[src/hdl/agc_time_pkg.sv]
// Constants, lookups and field layout for the AGC time programming registers
package agc_time_pkg;
  localparam int ADDR_W = 7;
  localparam int DATA_W = 8;
  localparam int TIME_W = 16;
  localparam int RATIO_W = 4;

  localparam logic [ADDR_W-1:0] LEFT_DECAY_ADDR = 7'h68;
  localparam logic [ADDR_W-1:0] RIGHT_ATTACK_ADDR = 7'h69;
  localparam logic [DATA_W-1:0] REG_RESET = 8'h00;
  localparam logic [DATA_W-1:0] UNMAPPED_READ = 8'h00;

  localparam int SEL_BIT = 7;
  localparam int BASE_HI = 6;
  localparam int BASE_LO = 5;
  localparam int MULT_HI = 4;
  localparam int MULT_LO = 2;

  localparam logic [TIME_W-1:0] DECAY_BASE_0_MS = 16'h0032; // 50 ms
  localparam logic [TIME_W-1:0] DECAY_BASE_1_MS = 16'h0096; // 150 ms
  localparam logic [TIME_W-1:0] DECAY_BASE_2_MS = 16'h00fa; // 250 ms
  localparam logic [TIME_W-1:0] DECAY_BASE_3_MS = 16'h015e; // 350 ms
  localparam logic [TIME_W-1:0] ATTACK_BASE_0_MS = 16'h0007; // 7 ms
  localparam logic [TIME_W-1:0] ATTACK_BASE_1_MS = 16'h0008; // 8 ms
  localparam logic [TIME_W-1:0] ATTACK_BASE_2_MS = 16'h000a; // 10 ms
  localparam logic [TIME_W-1:0] ATTACK_BASE_3_MS = 16'h000b; // 11 ms

  // Divide ratio nibble: code n means ratio 1 + n/2
  localparam logic [RATIO_W-1:0] RATIO_1 = 4'h0;
  localparam logic [RATIO_W-1:0] RATIO_1P5 = 4'h1;
  localparam logic [RATIO_W-1:0] RATIO_2 = 4'h2;
  localparam logic [RATIO_W-1:0] RATIO_2P5 = 4'h3;
  localparam logic [RATIO_W-1:0] RATIO_3 = 4'h4;
  localparam logic [RATIO_W-1:0] RATIO_3P5 = 4'h5;
  localparam logic [RATIO_W-1:0] RATIO_4 = 4'h6;
  localparam logic [RATIO_W-1:0] RATIO_4P5 = 4'h7;
  localparam logic [RATIO_W-1:0] RATIO_5 = 4'h8;
  localparam logic [TIME_W-1:0] CEIL_4S_MS = 16'h0fa0;
  localparam logic [TIME_W-1:0] CEIL_5P6S_MS = 16'h15e0;
  localparam logic [TIME_W-1:0] CEIL_8S_MS = 16'h1f40;
  localparam logic [TIME_W-1:0] CEIL_9P6S_MS = 16'h2580;
  localparam logic [TIME_W-1:0] CEIL_11P2S_MS = 16'h2bc0;
  localparam logic [TIME_W-1:0] CEIL_16S_MS = 16'h3e80;
  localparam logic [TIME_W-1:0] CEIL_19P2S_MS = 16'h4b00;
  localparam logic [TIME_W-1:0] CEIL_22P4S_MS = 16'h5780;

  function automatic logic [TIME_W-1:0] decay_base_ms(input logic [1:0] code);
    case (code)
      2'h0: decay_base_ms = DECAY_BASE_0_MS;
      2'h1: decay_base_ms = DECAY_BASE_1_MS;
      2'h2: decay_base_ms = DECAY_BASE_2_MS;
      default: decay_base_ms = DECAY_BASE_3_MS;
    endcase
  endfunction

  function automatic logic [TIME_W-1:0] attack_base_ms(input logic [1:0] code);
    case (code)
      2'h0: attack_base_ms = ATTACK_BASE_0_MS;
      2'h1: attack_base_ms = ATTACK_BASE_1_MS;
      2'h2: attack_base_ms = ATTACK_BASE_2_MS;
      default: attack_base_ms = ATTACK_BASE_3_MS;
    endcase
  endfunction

  function automatic logic [TIME_W-1:0] scale_ms(input logic [TIME_W-1:0] base,
                                                 input logic [2:0] mult);
    scale_ms = base << mult;
  endfunction

  // Reserved ratio codes take the largest ceiling
  function automatic logic [TIME_W-1:0] decay_ceiling_ms(input logic [RATIO_W-1:0] ratio);
    case (ratio)
      RATIO_1: decay_ceiling_ms = CEIL_4S_MS;
      RATIO_1P5: decay_ceiling_ms = CEIL_5P6S_MS;
      RATIO_2: decay_ceiling_ms = CEIL_8S_MS;
      RATIO_2P5: decay_ceiling_ms = CEIL_9P6S_MS;
      RATIO_3, RATIO_3P5: decay_ceiling_ms = CEIL_11P2S_MS;
      RATIO_4, RATIO_4P5: decay_ceiling_ms = CEIL_16S_MS;
      RATIO_5: decay_ceiling_ms = CEIL_19P2S_MS;
      default: decay_ceiling_ms = CEIL_22P4S_MS;
    endcase
  endfunction
endpackage

[src/hdl/agc_time_calc.sv]
// Effective AGC time from one programming register and its legacy time
`timescale 1ns/100ps
module agc_time_calc
  import agc_time_pkg::*;
#(
  parameter bit IS_DECAY = 1'b1
) (
  input wire logic [DATA_W-1:0] ctrl,
  input wire logic [TIME_W-1:0] legacy_ms,
  input wire logic [RATIO_W-1:0] adc_clock_divide_ratio,
  output logic [TIME_W-1:0] time_ms
);
  logic [TIME_W-1:0] base_ms;
  logic [TIME_W-1:0] prog_ms;
  logic [TIME_W-1:0] ceil_ms;

  always_comb begin
    base_ms = IS_DECAY ? decay_base_ms(ctrl[BASE_HI:BASE_LO])
                       : attack_base_ms(ctrl[BASE_HI:BASE_LO]);
    prog_ms = scale_ms(base_ms, ctrl[MULT_HI:MULT_LO]);
    ceil_ms = decay_ceiling_ms(adc_clock_divide_ratio);
    if (IS_DECAY && prog_ms > ceil_ms) begin
      prog_ms = ceil_ms;
    end
    time_ms = ctrl[SEL_BIT] ? prog_ms : legacy_ms;
  end
endmodule // agc_time_calc

[src/hdl/agc_time_programming.sv]
// Left decay and right attack AGC time registers with effective time outputs
`timescale 1ns/100ps
module agc_time_programming
  import agc_time_pkg::*;
#(
  parameter int TIME_BITS = TIME_W
) (
  input wire logic clock,
  input wire logic reset,
  input wire logic clock_en,
  input wire logic [ADDR_W-1:0] reg_addr,
  input wire logic [DATA_W-1:0] reg_wdata,
  input wire logic reg_wr,
  input wire logic reg_rd,
  output logic [DATA_W-1:0] reg_rdata,
  input wire logic [TIME_W-1:0] legacy_left_decay_ms,
  input wire logic [TIME_W-1:0] legacy_right_attack_ms,
  input wire logic [RATIO_W-1:0] adc_clock_divide_ratio,
  output logic [TIME_W-1:0] left_decay_ms,
  output logic [TIME_W-1:0] right_attack_ms
);
  generate
    if (TIME_BITS != TIME_W) begin : g_bad_width
      $error("TIME_BITS must equal the package time width");
    end
  endgenerate

  logic [DATA_W-1:0] left_r, left_nxt;
  logic [DATA_W-1:0] right_r, right_nxt;
  logic [DATA_W-1:0] rdata_r, rdata_nxt;
  logic [TIME_W-1:0] left_ms_r, left_ms_nxt;
  logic [TIME_W-1:0] right_ms_r, right_ms_nxt;
  logic [TIME_W-1:0] left_calc;
  logic [TIME_W-1:0] right_calc;

  agc_time_calc #(.IS_DECAY(1'b1)) u_left_decay (
    .ctrl(left_r),
    .legacy_ms(legacy_left_decay_ms),
    .adc_clock_divide_ratio(adc_clock_divide_ratio),
    .time_ms(left_calc)
  );

  agc_time_calc #(.IS_DECAY(1'b0)) u_right_attack (
    .ctrl(right_r),
    .legacy_ms(legacy_right_attack_ms),
    .adc_clock_divide_ratio(adc_clock_divide_ratio),
    .time_ms(right_calc)
  );

  always_comb begin
    left_nxt = left_r;
    right_nxt = right_r;
    rdata_nxt = rdata_r;
    left_ms_nxt = left_calc;
    right_ms_nxt = right_calc;
    if (reg_wr) begin
      // All eight bits stored; bits 1 and 0 read back as written
      if (reg_addr == LEFT_DECAY_ADDR) begin
        left_nxt = reg_wdata;
      end
      if (reg_addr == RIGHT_ATTACK_ADDR) begin
        right_nxt = reg_wdata;
      end
    end
    if (reg_rd) begin
      case (reg_addr)
        LEFT_DECAY_ADDR: rdata_nxt = left_r;
        RIGHT_ATTACK_ADDR: rdata_nxt = right_r;
        default: rdata_nxt = UNMAPPED_READ;
      endcase
    end
  end

  always_ff @(posedge clock) begin
    if (reset) begin
      left_r <= REG_RESET;
      right_r <= REG_RESET;
      rdata_r <= REG_RESET;
      left_ms_r <= '0;
      right_ms_r <= '0;
    end else if (clock_en) begin
      left_r <= left_nxt;
      right_r <= right_nxt;
      rdata_r <= rdata_nxt;
      left_ms_r <= left_ms_nxt;
      right_ms_r <= right_ms_nxt;
    end
  end

  assign reg_rdata = rdata_r;
  assign left_decay_ms = left_ms_r;
  assign right_attack_ms = right_ms_r;
endmodule // agc_time_programming
[config.mk]
export PLATFORM = sky130hd
export DESIGN_NAME = agc_time_programming
export DESIGN_NICKNAME = d
export VERILOG_FILES = /design/src/hdl/agc_time_pkg.sv /design/src/hdl/agc_time_calc.sv /design/src/hdl/agc_time_programming.sv
export SDC_FILE = /design/constraint.sdc
export NUM_CORES = 1
export LEC_CHECK = 0
export ABC_AREA = 1
export BUFFER_PORTS_ARGS = -buffer_cell sky130_fd_sc_hd__buf_4
export CAP_MARGIN = 20
export CORE_MARGIN = 3
export CORE_UTILIZATION = 50
export DETAILED_ROUTE_END_ITERATION = 8
export HOLD_SLACK_MARGIN = 0.05
export PLACE_DENSITY = 0.8
export SYNTH_ARGS = -nofsm -noshare
export SYNTH_HDL_FRONTEND = slang
export SYNTH_SLANG_ARGS = --single-unit
[constraint.sdc]
create_clock -name clock -period 3.05 [get_ports clock]
set_clock_uncertainty 0.15 [all_clocks]
set_input_delay 0.1525 -clock clock [delete_from_list [all_inputs] [get_ports clock]]
set_output_delay 0.1525 -clock clock [all_outputs]
set_load 0.02 [all_outputs]
==> results of run 1 <==
==> power breakdown <==
part	internal, mW	total, mW	switching [mW]	leakage [nW]
clock network	0.164	0.405	0.241	0.0445
logic	0.147	0.305	0.157	1.83
registers	0.761	0.777	0.0165	0.460
==> layer usage <==
metal  part of all wire [%]  vias to the layer above
li1                       -                     1990
met1                     43                     1789
met2                     49                      153
met3                    6.2                       18
met4                    1.8                        0
met5                      0                        -
==> cells in the mapped netlist, types with 2 or more instances <==
library cell	count
buf_2	7
clkinv_1	2
nor2_1	20
inv_1	78
nor3_1	6
nand2_2	3
nand2_1	117
nor2_2	2
o22ai_1	8
nor4_1	2
buf_6	2
ha_1	20
o21a_1	3
o21ai_0	51
nand3_1	64
clkbuf_1	17
nand3_2	3
a21oi_1	50
a31oi_1	10
dfxtp_1	56
inv_2	2
==> worst max path at each step <==
| stage | slack [ns] | to | startpoint | cells past startpoint |
|---|---|---|---|---|
| after floorplan | 0.37 | left_decay_ms[8]$_SDFFE_PP0P_ | left_r[5]$_SDFFE_PP0P_ | 17 |
| after global placement | 0.13 | left_decay_ms[9]$_SDFFE_PP0P_ | left_r[5]$_SDFFE_PP0P_ | 19 |
| after detailed placement | 0.03 | left_decay_ms[13]$_SDFFE_PP0P_ | left_r[5]$_SDFFE_PP0P_ | 19 |
| after CTS | 0.02 | left_decay_ms[13]$_SDFFE_PP0P_ | left_r[5]$_SDFFE_PP0P_ | 19 |
| after global routing | -0.09 | left_decay_ms[13]$_SDFFE_PP0P_ | left_r[5]$_SDFFE_PP0P_ | 17 |
| final | 0.16 | left_decay_ms[13]$_SDFFE_PP0P_ | left_r[5]$_SDFFE_PP0P_ | 19 |
==> cell families after synthesis <==
family,count (synthesis),share of synthesized area (%)
AOI/OAI and AO/OA,127,19.7
adders and majority gates,20,7.22
buffers and inverters,109,12.6
DFF,56,32.3
and+or+nand+nor,222,28.1
==> state kept, by name (all words and copies together), names as in the netlist <==
name             count
reg_rdata            8
right_r              8
right_attack_ms     16
left_r               8
left_decay_ms       16
==> critical path, delay by kind of cell, from the launching register on <==
family                   cells  cell delay (ns)
flip-flops                   1             0.38
buffers and inverters        4             0.39
adder cells (fa/ha/maj)      2             0.61
AO/OA/AOI/OAI                4             0.48
AND/OR/NAND/NOR              9             0.81
==> cell type report <==
class | instances | area [um^2] | share of cell area [%]
repair buffers | 138 | 1110 | 23.6
flip-flops and latches | 56 | 1130 | 24.1
inverters | 82 | 315 | 6.73
clock inverters | 3 | 21.3 | 0.454
well taps | 77 | 96.3 | 2.06
multi-input cells | 370 | 1950 | 41.6
clock buffers | 5 | 68.8 | 1.47
==> timing repair <==
action                                  in CTS  in global routing
hold endpoints to repair                    36                  0
setup buffers                                0                  7
endpoints found under the setup margin       0                 14
resized for setup                            0                 26
hold buffers                                28                  0
==> flow_summary.yaml, run 1 <==
sta:
  tns_ns: 0
  setup_viol: 0
  final_min_period_over_clock_period_pct: 94.8
  hold_violations: 0
  tightest_slew_ns: 0.977
  fmax_ghz: 0.346
  worst_slack_ns: 0.158
  min_period_ns: 2.89
  relSlewSlack_pct: 34.8
  slew_violations: 0
  holdWs_ns: 0.0604
final_layout:
  nets: 729
  final_common_cell: "nand2_1"
  utilization_pct: 71.7
  nFillCells: 569
  final_area_um2: 4690
  n_antenna_cell: 0
  finalNonFillerCells: 731
  mostFrequentLayoutCells: "nand2_1 (116), buf_4 (110), inv_1 (76), nand3_1 (63), dfxtp_1 (53)"
  synthToLayoutAreaGrowth_pct: 35.1
  final_layout_size_suffix_gt1_share_pct: 22.6
placed_design:
  portBuffers: 95
  dp.cells: 687
  place_ws_ns: 0.0341
  dp_hpwl_mm: 7.10
  placed_area_um2: 4210
  place.gp.congestion: 0.985
cts:
  h-tree-depth: 2
  cts_root_buf: "clkbuf_8"
  cts_made_buffers: 5
  clk_path_buf_depth: 2
  numClockSinks: 56
  cts_tree: "done"
  clk_pin_slew_ns: 0.09
  clkLatencyLatePin_ns: 0.31
critical_path:
  cp_common_cell: "nand2_1"
  critPathMaxFanout: 7
  path_class: "reg -> reg"
  start_kind: "register"
  path_cells: "inv_1 > ha_1 > o21bai_1 > or2_1 > nand2_1 > o21ai_2 > inv_1 > ha_1 > nand2_1 > inv_1 > nand2_1 > nor2_2 > nand2_1 > nand3_2 > o21ai_2 > buf_4 > nand2_1 > nand3_1 > a21oi_2"
  crit_arrival_ns: 2.98
  worst_r2r_endpoint: "left_decay_ms[13]$_SDFFE_PP0P_"
  reg2regPathDepth: 19
  cp-end-kind: "register"
  critical_path.reg2reg.startpoint: "left_r[5]$_SDFFE_PP0P_"
  required_ns: 3.13
  cp_slowest_cell: "dfxtp_4"
  ff2ff_setup_slack_ns: 0.16
  critical-path-max-stage-delay_ns: 0.38
die:
  dieArea_um2: 7970
  die_w_um: 89.3
  initial_core_util_pct: 53.1
  core_area_um2: 6530
  rows: 29
  ios: 96
  die_y_um: 89.3
synth:
  ys_warn_count: 0
  synth_top_area_share_pct: 32.3
  ys_types: 32
  synth-seq-cells: 56
  syn_inst: 534
  synth_nets: 610
  synth_area_leaders: "dfxtp_1 (32%), nand2_1 (13%), nand3_1 (9.2%), inv_1 (8.4%), o21ai_0 (7.4%)"
  synth_edf_count: 0
  ys_seq_area_share_pct: 32.3
  syn_avg_cell_area_um2: 6.49
  ys.flop_type: "dfxtp_1"
  async_reset_ff_share_pct: 0
  yosys.area.top_type: "dfxtp_1"
  syn_area_um2: 3470
routing:
  drtPass1Iterations: 5
  vias: 3950
  viasPerCell: 5.40
  wirelength_mm: 10.0
  drt_iter0_drc: 314
  drtAntennaViolNets: 0
  routedWlPerCell_um: 13.7
  drc: 0
grt:
  top_usage_layer: "met2"
  gr-usage-met2_pct: 41.5
  grt_pass1_vias: 3475
  grt_max_degree: 39
  met3_usage_pct: 3.87
  grt_pass1_wl_mm: 15.4
  grt_usage_pct: 24.1
  grt-ovfl-total: 0
  grt_util_met1_pct: 31.2
  antenna_found_initial: 0
hold_path:
  holdCritStartpoint: "legacy_left_decay_ms[8]"
  whs_path_depth: 5
  min_to: "left_decay_ms[8]$_SDFFE_PP0P_"
  min_path_type: "in -> reg"
run_status:
  outcome: "complete, no violations"
flow_run:
  cap_violations: 0
pwr:
  leakagePower_nw: 2.34
  vdd_drop_max_v: 0.000248
  p_per_area_nw_per_um2: 317
  power.total_mw: 1.49
No activity file was read; power rests on OpenSTA's default activity.
==> run 2, diff against run 1 <==
Settings changed: SETUP_SLACK_MARGIN set to 0.4, SLEW_MARGIN set to 20.
==> flow_summary.yaml, run 2 (same netlist as run 1, synthesis figures left out) <==
routing:
  drt_iter0_drc: 441
  wirelength_mm: 12.1
  viasPerCell: 5.69
  drtAntennaViolNets: 0
  drtPass1Iterations: 6
  routedWlPerCell_um: 16.1
  vias: 4273
  drc: 0
critical_path:
  critPathMaxFanout: 6
  crit_family: "simple AND/OR/NAND/NOR gates"
  critical-path-max-stage-delay_ns: 0.38
  ff2ff_setup_slack_ns: 0.14
  worst_r2r_endpoint: "left_decay_ms[5]$_SDFFE_PP0P_"
  cp_slowest_cell: "dfxtp_4"
  start_kind: "register"
  path_class: "reg -> reg"
  crit_arrival_ns: 2.95
  path_cells: "buf_6 > ha_4 > nor2_4 > o21ai_4 > o21ai_2 > nand2_1 > o21ai_2 > inv_2 > ha_4 > nand2_4 > nor2_4 > nand2_2 > nor2_4 > nand3_2 > o21ai_4 > buf_6 > nand2_2 > nand3_2 > a21oi_2"
  reg2regPathDepth: 19
  critical_path.reg2reg.startpoint: "left_r[6]$_SDFFE_PP0P_"
  required_ns: 3.09
  cp-end-kind: "register"
  critPathBufInv: 3
  cp_common_cell: "nor2_4"
sta:
  setup_viol: 0
  tightest_slew_ns: 0.967
  relSlewSlack_pct: 35.5
  tns_ns: 0
  slew_violations: 0
  hold_violations: 0
  fmax_ghz: 0.344
  final_min_period_over_clock_period_pct: 95.3
  rsz0062_at_grt: "true"
  min_period_ns: 2.91
final_layout:
  synthToLayoutAreaGrowth_pct: 51.1
  mostFrequentLayoutCells: "buf_4 (121), nand2_1 (99), inv_1 (67), nand3_1 (52), dfxtp_1 (51)"
  n_antenna_cell: 0
  final_common_cell: "buf_4"
  final_layout_size_suffix_gt1_share_pct: 34.0
  nets: 749
flow_run:
  cap_violations: 0
die:
  ios: 96
  die_w_um: 89.3
  core_area_um2: 6530
  dieArea_um2: 7970
  initial_core_util_pct: 53.1
  die_y_um: 89.3
  rows: 29
grt:
  grt_pass1_wl_mm: 16.4
  grt_pass1_vias: 3659
  grt_usage_pct: 25.7
  antenna_found_initial: 0
  grt-ovfl-total: 0
  grt_max_degree: 39
placed_design:
  portBuffers: 95
  place.gp.congestion: 0.918
  dp_hpwl_mm: 6.96
run_status:
  outcome: "complete, no violations"
hold_path:
  whs_path_depth: 5
  min_path_type: "in -> reg"
  min_to: "left_decay_ms[7]$_SDFFE_PP0P_"
  holdCritStartpoint: "legacy_left_decay_ms[7]"
cts:
  cts_tree: "done"
  clk_path_buf_depth: 2
  clk_pin_slew_ns: 0.12
  cts_root_buf: "clkbuf_8"
  numClockSinks: 56
  h-tree-depth: 2
  cts_made_buffers: 5
  clkLatencyLatePin_ns: 0.32
pwr:
  p_per_area_nw_per_um2: 294
  vdd_drop_max_v: 0.000239
  leakagePower_nw: 2.46
  power.total_mw: 1.54
## run 2: cell types whose count changed in the layout (fill, tap and decap cells not counted), moves of 11 or more
cell	previous run	this run
buf_4	110	121
nand2_1	116	99
nand2_2	5	19
nand3_1	63	52
## run 2: how the worst max path moves through the flow
stage	start	to	slack, ns	depth (start not counted)
3_5_place_dp	left_r[5]$_SDFFE_PP0P_	left_decay_ms[11]$_SDFFE_PP0P_	0.009	19
5_1_grt	left_r[3]$_SDFFE_PP0P_	left_decay_ms[5]$_SDFFE_PP0P_	0.04	15
2_1_floorplan	left_r[5]$_SDFFE_PP0P_	left_decay_ms[7]$_SDFFE_PP0P_	0.44	19
4_1_cts	left_r[6]$_SDFFE_PP0P_	left_decay_ms[5]$_SDFFE_PP0P_	0.28	18
3_3_place_gp	left_r[6]$_SDFFE_PP0P_	left_decay_ms[11]$_SDFFE_PP0P_	0.09	18
6_report	left_r[6]$_SDFFE_PP0P_	left_decay_ms[5]$_SDFFE_PP0P_	0.14	19
## run 2: through the flow
| stage | utilization, % | area, um^2 | setup WS, ns | std cells | hold WS [ns] |
|---|---|---|---|---|---|
| final | 80.2 | 5240 | 0.144 | 751 | 0.0440 |
| after CTS | 75.3 | 4920 | 0.278 | 745 | 0.0513 |
| after global placement | 64.2 | 4190 | 0.0928 | 685 | 0.290 |
| after global routing | 80.2 | 5240 | 0.0370 | 751 | 0.0582 |
| after floorplan | - | 3470 | 0.439 | 534 | 0.166 |
| after detailed placement | 64.2 | 4190 | 0.00854 | 685 | 0.294 |
## run 2: power by group
group	total (mW)	switching, mW	internal, mW
clock	0.433	0.263	0.169
combinational	0.332	0.172	0.160
sequential	0.776	0.0162	0.760
## run 2: routing by layer
metal | vias to the layer above | part of all wire, % | global-route usage (%)
li1 | 2031 | - | -
met1 | 1906 | 37 | 31.6
met2 | 264 | 50 | 45.2
met3 | 72 | 8.4 | 4.52
met4 | 0 | 4.5 | 8.93
met5 | - | 0 | 0
## run 2: what timing repair did
item | in CTS | in global routing
setup endpoints to repair | 14 | 14
cloned | 1 | 1
pin swaps | 19 | 32
gates resized for setup | 48 | 74
setup buffers | 20 | 5
hold endpoints to repair | 39 | 0
hold buffers | 31 | 0
## run 2: worst register-to-register path, delay by kind of cell, from the launching register on
kind	cells	cell delay [ns]
simple gates	9	0.85
flops	1	0.38
fa+ha+maj	2	0.45
buf+inv	3	0.37
compound gates	5	0.60
## run 2: final cells by class
type                    instances  area (um^2)
inverters                      82          323
flip-flops and latches         56         1130
repair buffers                158         1290
well taps                      77         96.3
fillers                       417         1290
clock inverters                 3         27.5
clock buffers                   5         68.8
multi-input cells             370         2300
==> run 3, diff against run 2 <==
Settings changed: RECOVER_POWER set to 50.
Clock period 3.05 ns to 2.9 ns, I/O delays scaled along.
==> flow_summary.yaml, run 3 (same netlist as run 1, synthesis figures left out) <==
run_status:
  outcome: "complete, no violations"
pwr:
  comb_power_share_pct: 19.5
  vdd_drop_max_v: 0.000229
  p_per_area_nw_per_um2: 330
  cell_internal_pwr_mw: 1.11
  power_frac_seq_pct: 51.9
  switching_share_pct: 29.3
  p_sw_uw: 460
  clockPowerShare_pct: 28.7
  leakagePower_nw: 2.20
cts:
  clk_path_buf_depth: 2
  cts_made_buffers: 5
  numClockSinks: 56
  cts_tree: "done"
  clkLatencyLatePin_ns: 0.30
  cts_root_buf: "clkbuf_8"
  h-tree-depth: 2
  clk_pin_slew_ns: 0.11
routing:
  drtAntennaViolNets: 0
  vias: 4044
  drt_iter0_drc: 342
  drtPass1Iterations: 6
  viasPerCell: 5.49
  drc: 0
  wirelength_mm: 10.5
  routedWlPerCell_um: 14.2
grt:
  grt-ovfl-total: 0
  antenna_found_initial: 0
  grt_pass1_vias: 3644
  grt_max_degree: 39
  grt_usage_pct: 25.1
  grt_pass1_wl_mm: 16.2
placed_design:
  portBuffers: 95
  dp_hpwl_mm: 7.30
  place.gp.congestion: 0.947
  placed_area_um2: 4250
hold_path:
  min_path_type: "in -> reg"
critical_path:
  cp-startpoint: "left_r[6]$_SDFFE_PP0P_"
  path_class: "reg -> reg"
  path_cells: "ha_4 > nor2_2 > o21bai_4 > o21ai_2 > buf_4 > nand2_1 > inv_1 > ha_1 > nand3_2 > buf_4 > nor2_4 > nand2_2 > nand3_2 > o21ai_2 > buf_6 > nand2_2 > nand3_2 > a21oi_2"
  reg2regPathDepth: 18
  worst_r2r_endpoint: "left_decay_ms[14]$_SDFFE_PP0P_"
  required_ns: 2.99
  critical-path-max-stage-delay_ns: 0.39
  ff2ff_setup_slack_ns: 0.13
  crit_arrival_ns: 2.86
  critPathMaxFanout: 6
  critPathCapture: "left_decay_ms[14]$_SDFFE_PP0P_"
  cp-end-kind: "register"
  cp_slowest_cell: "dfxtp_4"
  cp_common_cell: "nand3_2"
  critical_path.reg2reg.startpoint: "left_r[6]$_SDFFE_PP0P_"
  start_kind: "register"
final_layout:
  synthToLayoutAreaGrowth_pct: 37.2
  final_area_um2: 4760
  n_antenna_cell: 0
  final_common_cell: "nand2_1"
  final_layout_size_suffix_gt1_share_pct: 22.6
  nets: 734
  mostFrequentLayoutCells: "nand2_1 (103), inv_1 (72), buf_4 (71), nand3_1 (57), dfxtp_1 (53)"
die:
  ios: 96
  initial_core_util_pct: 53.1
  core_area_um2: 6530
  rows: 29
  die_y_um: 89.3
  dieArea_um2: 7970
  die_w_um: 89.3
sta:
  holdWs_ns: 0.0550
  setup_viol: 0
  final_min_period_over_clock_period_pct: 95.4
  slew_violations: 0
  hold_violations: 0
  fmax_ghz: 0.361
  tightest_slew_ns: 0.964
  min_period_ns: 2.77
  relSlewSlack_pct: 35.6
  rsz0062_at_grt: "true"
flow_run:
  cap_violations: 0
[run 3: cell count changes in the layout (fill, tap and decap cells not counted), moves of 4 or more]
cell / before / now
inv_1: 67 / 72
o21ai_0: 36 / 40
buf_4: 121 / 71
ha_4: 9 / 4
clkbuf_1: 0 / 40
ha_1: 11 / 15
nor2_4: 6 / 2
nand2_1: 99 / 103
nand3_1: 52 / 57
buf_6: 6 / 2
[run 3: worst max-delay path: cells and delay by family (launching register included)]
kind / cells / cell delay [ns]
AOI/OAI and AO/OA: 4 / 0.45
buffers and inverters: 4 / 0.49
and+or+nand+nor: 8 / 0.74
DFF: 1 / 0.39
adders and majority gates: 2 / 0.48
[run 3: what timing repair did]
action	4_1_cts	5_1_grt
pin swaps	15	18
endpoints found under the hold margin	35	0
endpoints found under the setup margin	14	14
gates resized for setup	38	26
setup buffers	6	3
cloned	2	0
hold buffers	29	0
[run 3: metrics by stage]
stage | power [mW] | worst slack (ns) | setup TNS (ns) | instances | utilization (%)
3_3_place_gp | 1.11 | 0.0839 | 0 | 688 | 65.0
6_report | 1.57 | 0.133 | 0 | 736 | 72.8
5_1_grt | 1.64 | -0.0140 | -0.0454 | 736 | 72.8
3_5_place_dp | 1.12 | 0.0153 | 0 | 688 | 65.0
2_1_floorplan | 0.984 | 0.400 | 0 | 534 | -
4_1_cts | 1.60 | 0.212 | 0 | 733 | 73.5
[run 3: layer usage]
layer | GRT usage [%] | wire, um
met5 | 0 | 0
met3 | 3.69 | 737
met2 | 46.3 | 5120
met4 | 5.95 | 142
met1 | 30.6 | 4480
[run 3: area by class of cell]
| cell class | count | area [um^2] |
|---|---|---|
| inverters | 82 | 315 |
| repair buffers | 143 | 1000 |
| flip-flops and latches | 56 | 1130 |
| well taps | 77 | 96.3 |
| clock inverters | 3 | 27.5 |
| clock buffers | 5 | 68.8 |
| multi-input cells | 370 | 2110 |
| fillers | 563 | 1770 |
[run 3: how the worst min path moves through the flow]
stage	start	endpoint	slack [ns]	cells after the start
floorplan	legacy_left_decay_ms[0]	left_decay_ms[0]$_SDFFE_PP0P_	0.16	2
global placement	reg_wdata[1]	right_r[1]$_SDFFE_PP0P_	0.28	3
detailed placement	legacy_left_decay_ms[15]	left_decay_ms[15]$_SDFFE_PP0P_	0.29	3
CTS	legacy_left_decay_ms[8]	left_decay_ms[8]$_SDFFE_PP0P_	0.05	5
global route	legacy_left_decay_ms[10]	left_decay_ms[10]$_SDFFE_PP0P_	0.07	5
finish	reg_wdata[4]	right_r[4]$_SDFFE_PP0P_	0.06	3
[run 3: power groups by stage]
stage                     Sequential, mW  Clock (mW)  Combinational (mW)
after floorplan                    0.873           0               0.111
after global placement             0.835           0               0.278
after detailed placement           0.835           0               0.284
after CTS                          0.815       0.461               0.320
after global routing               0.818       0.482               0.335
final                              0.815       0.450               0.306
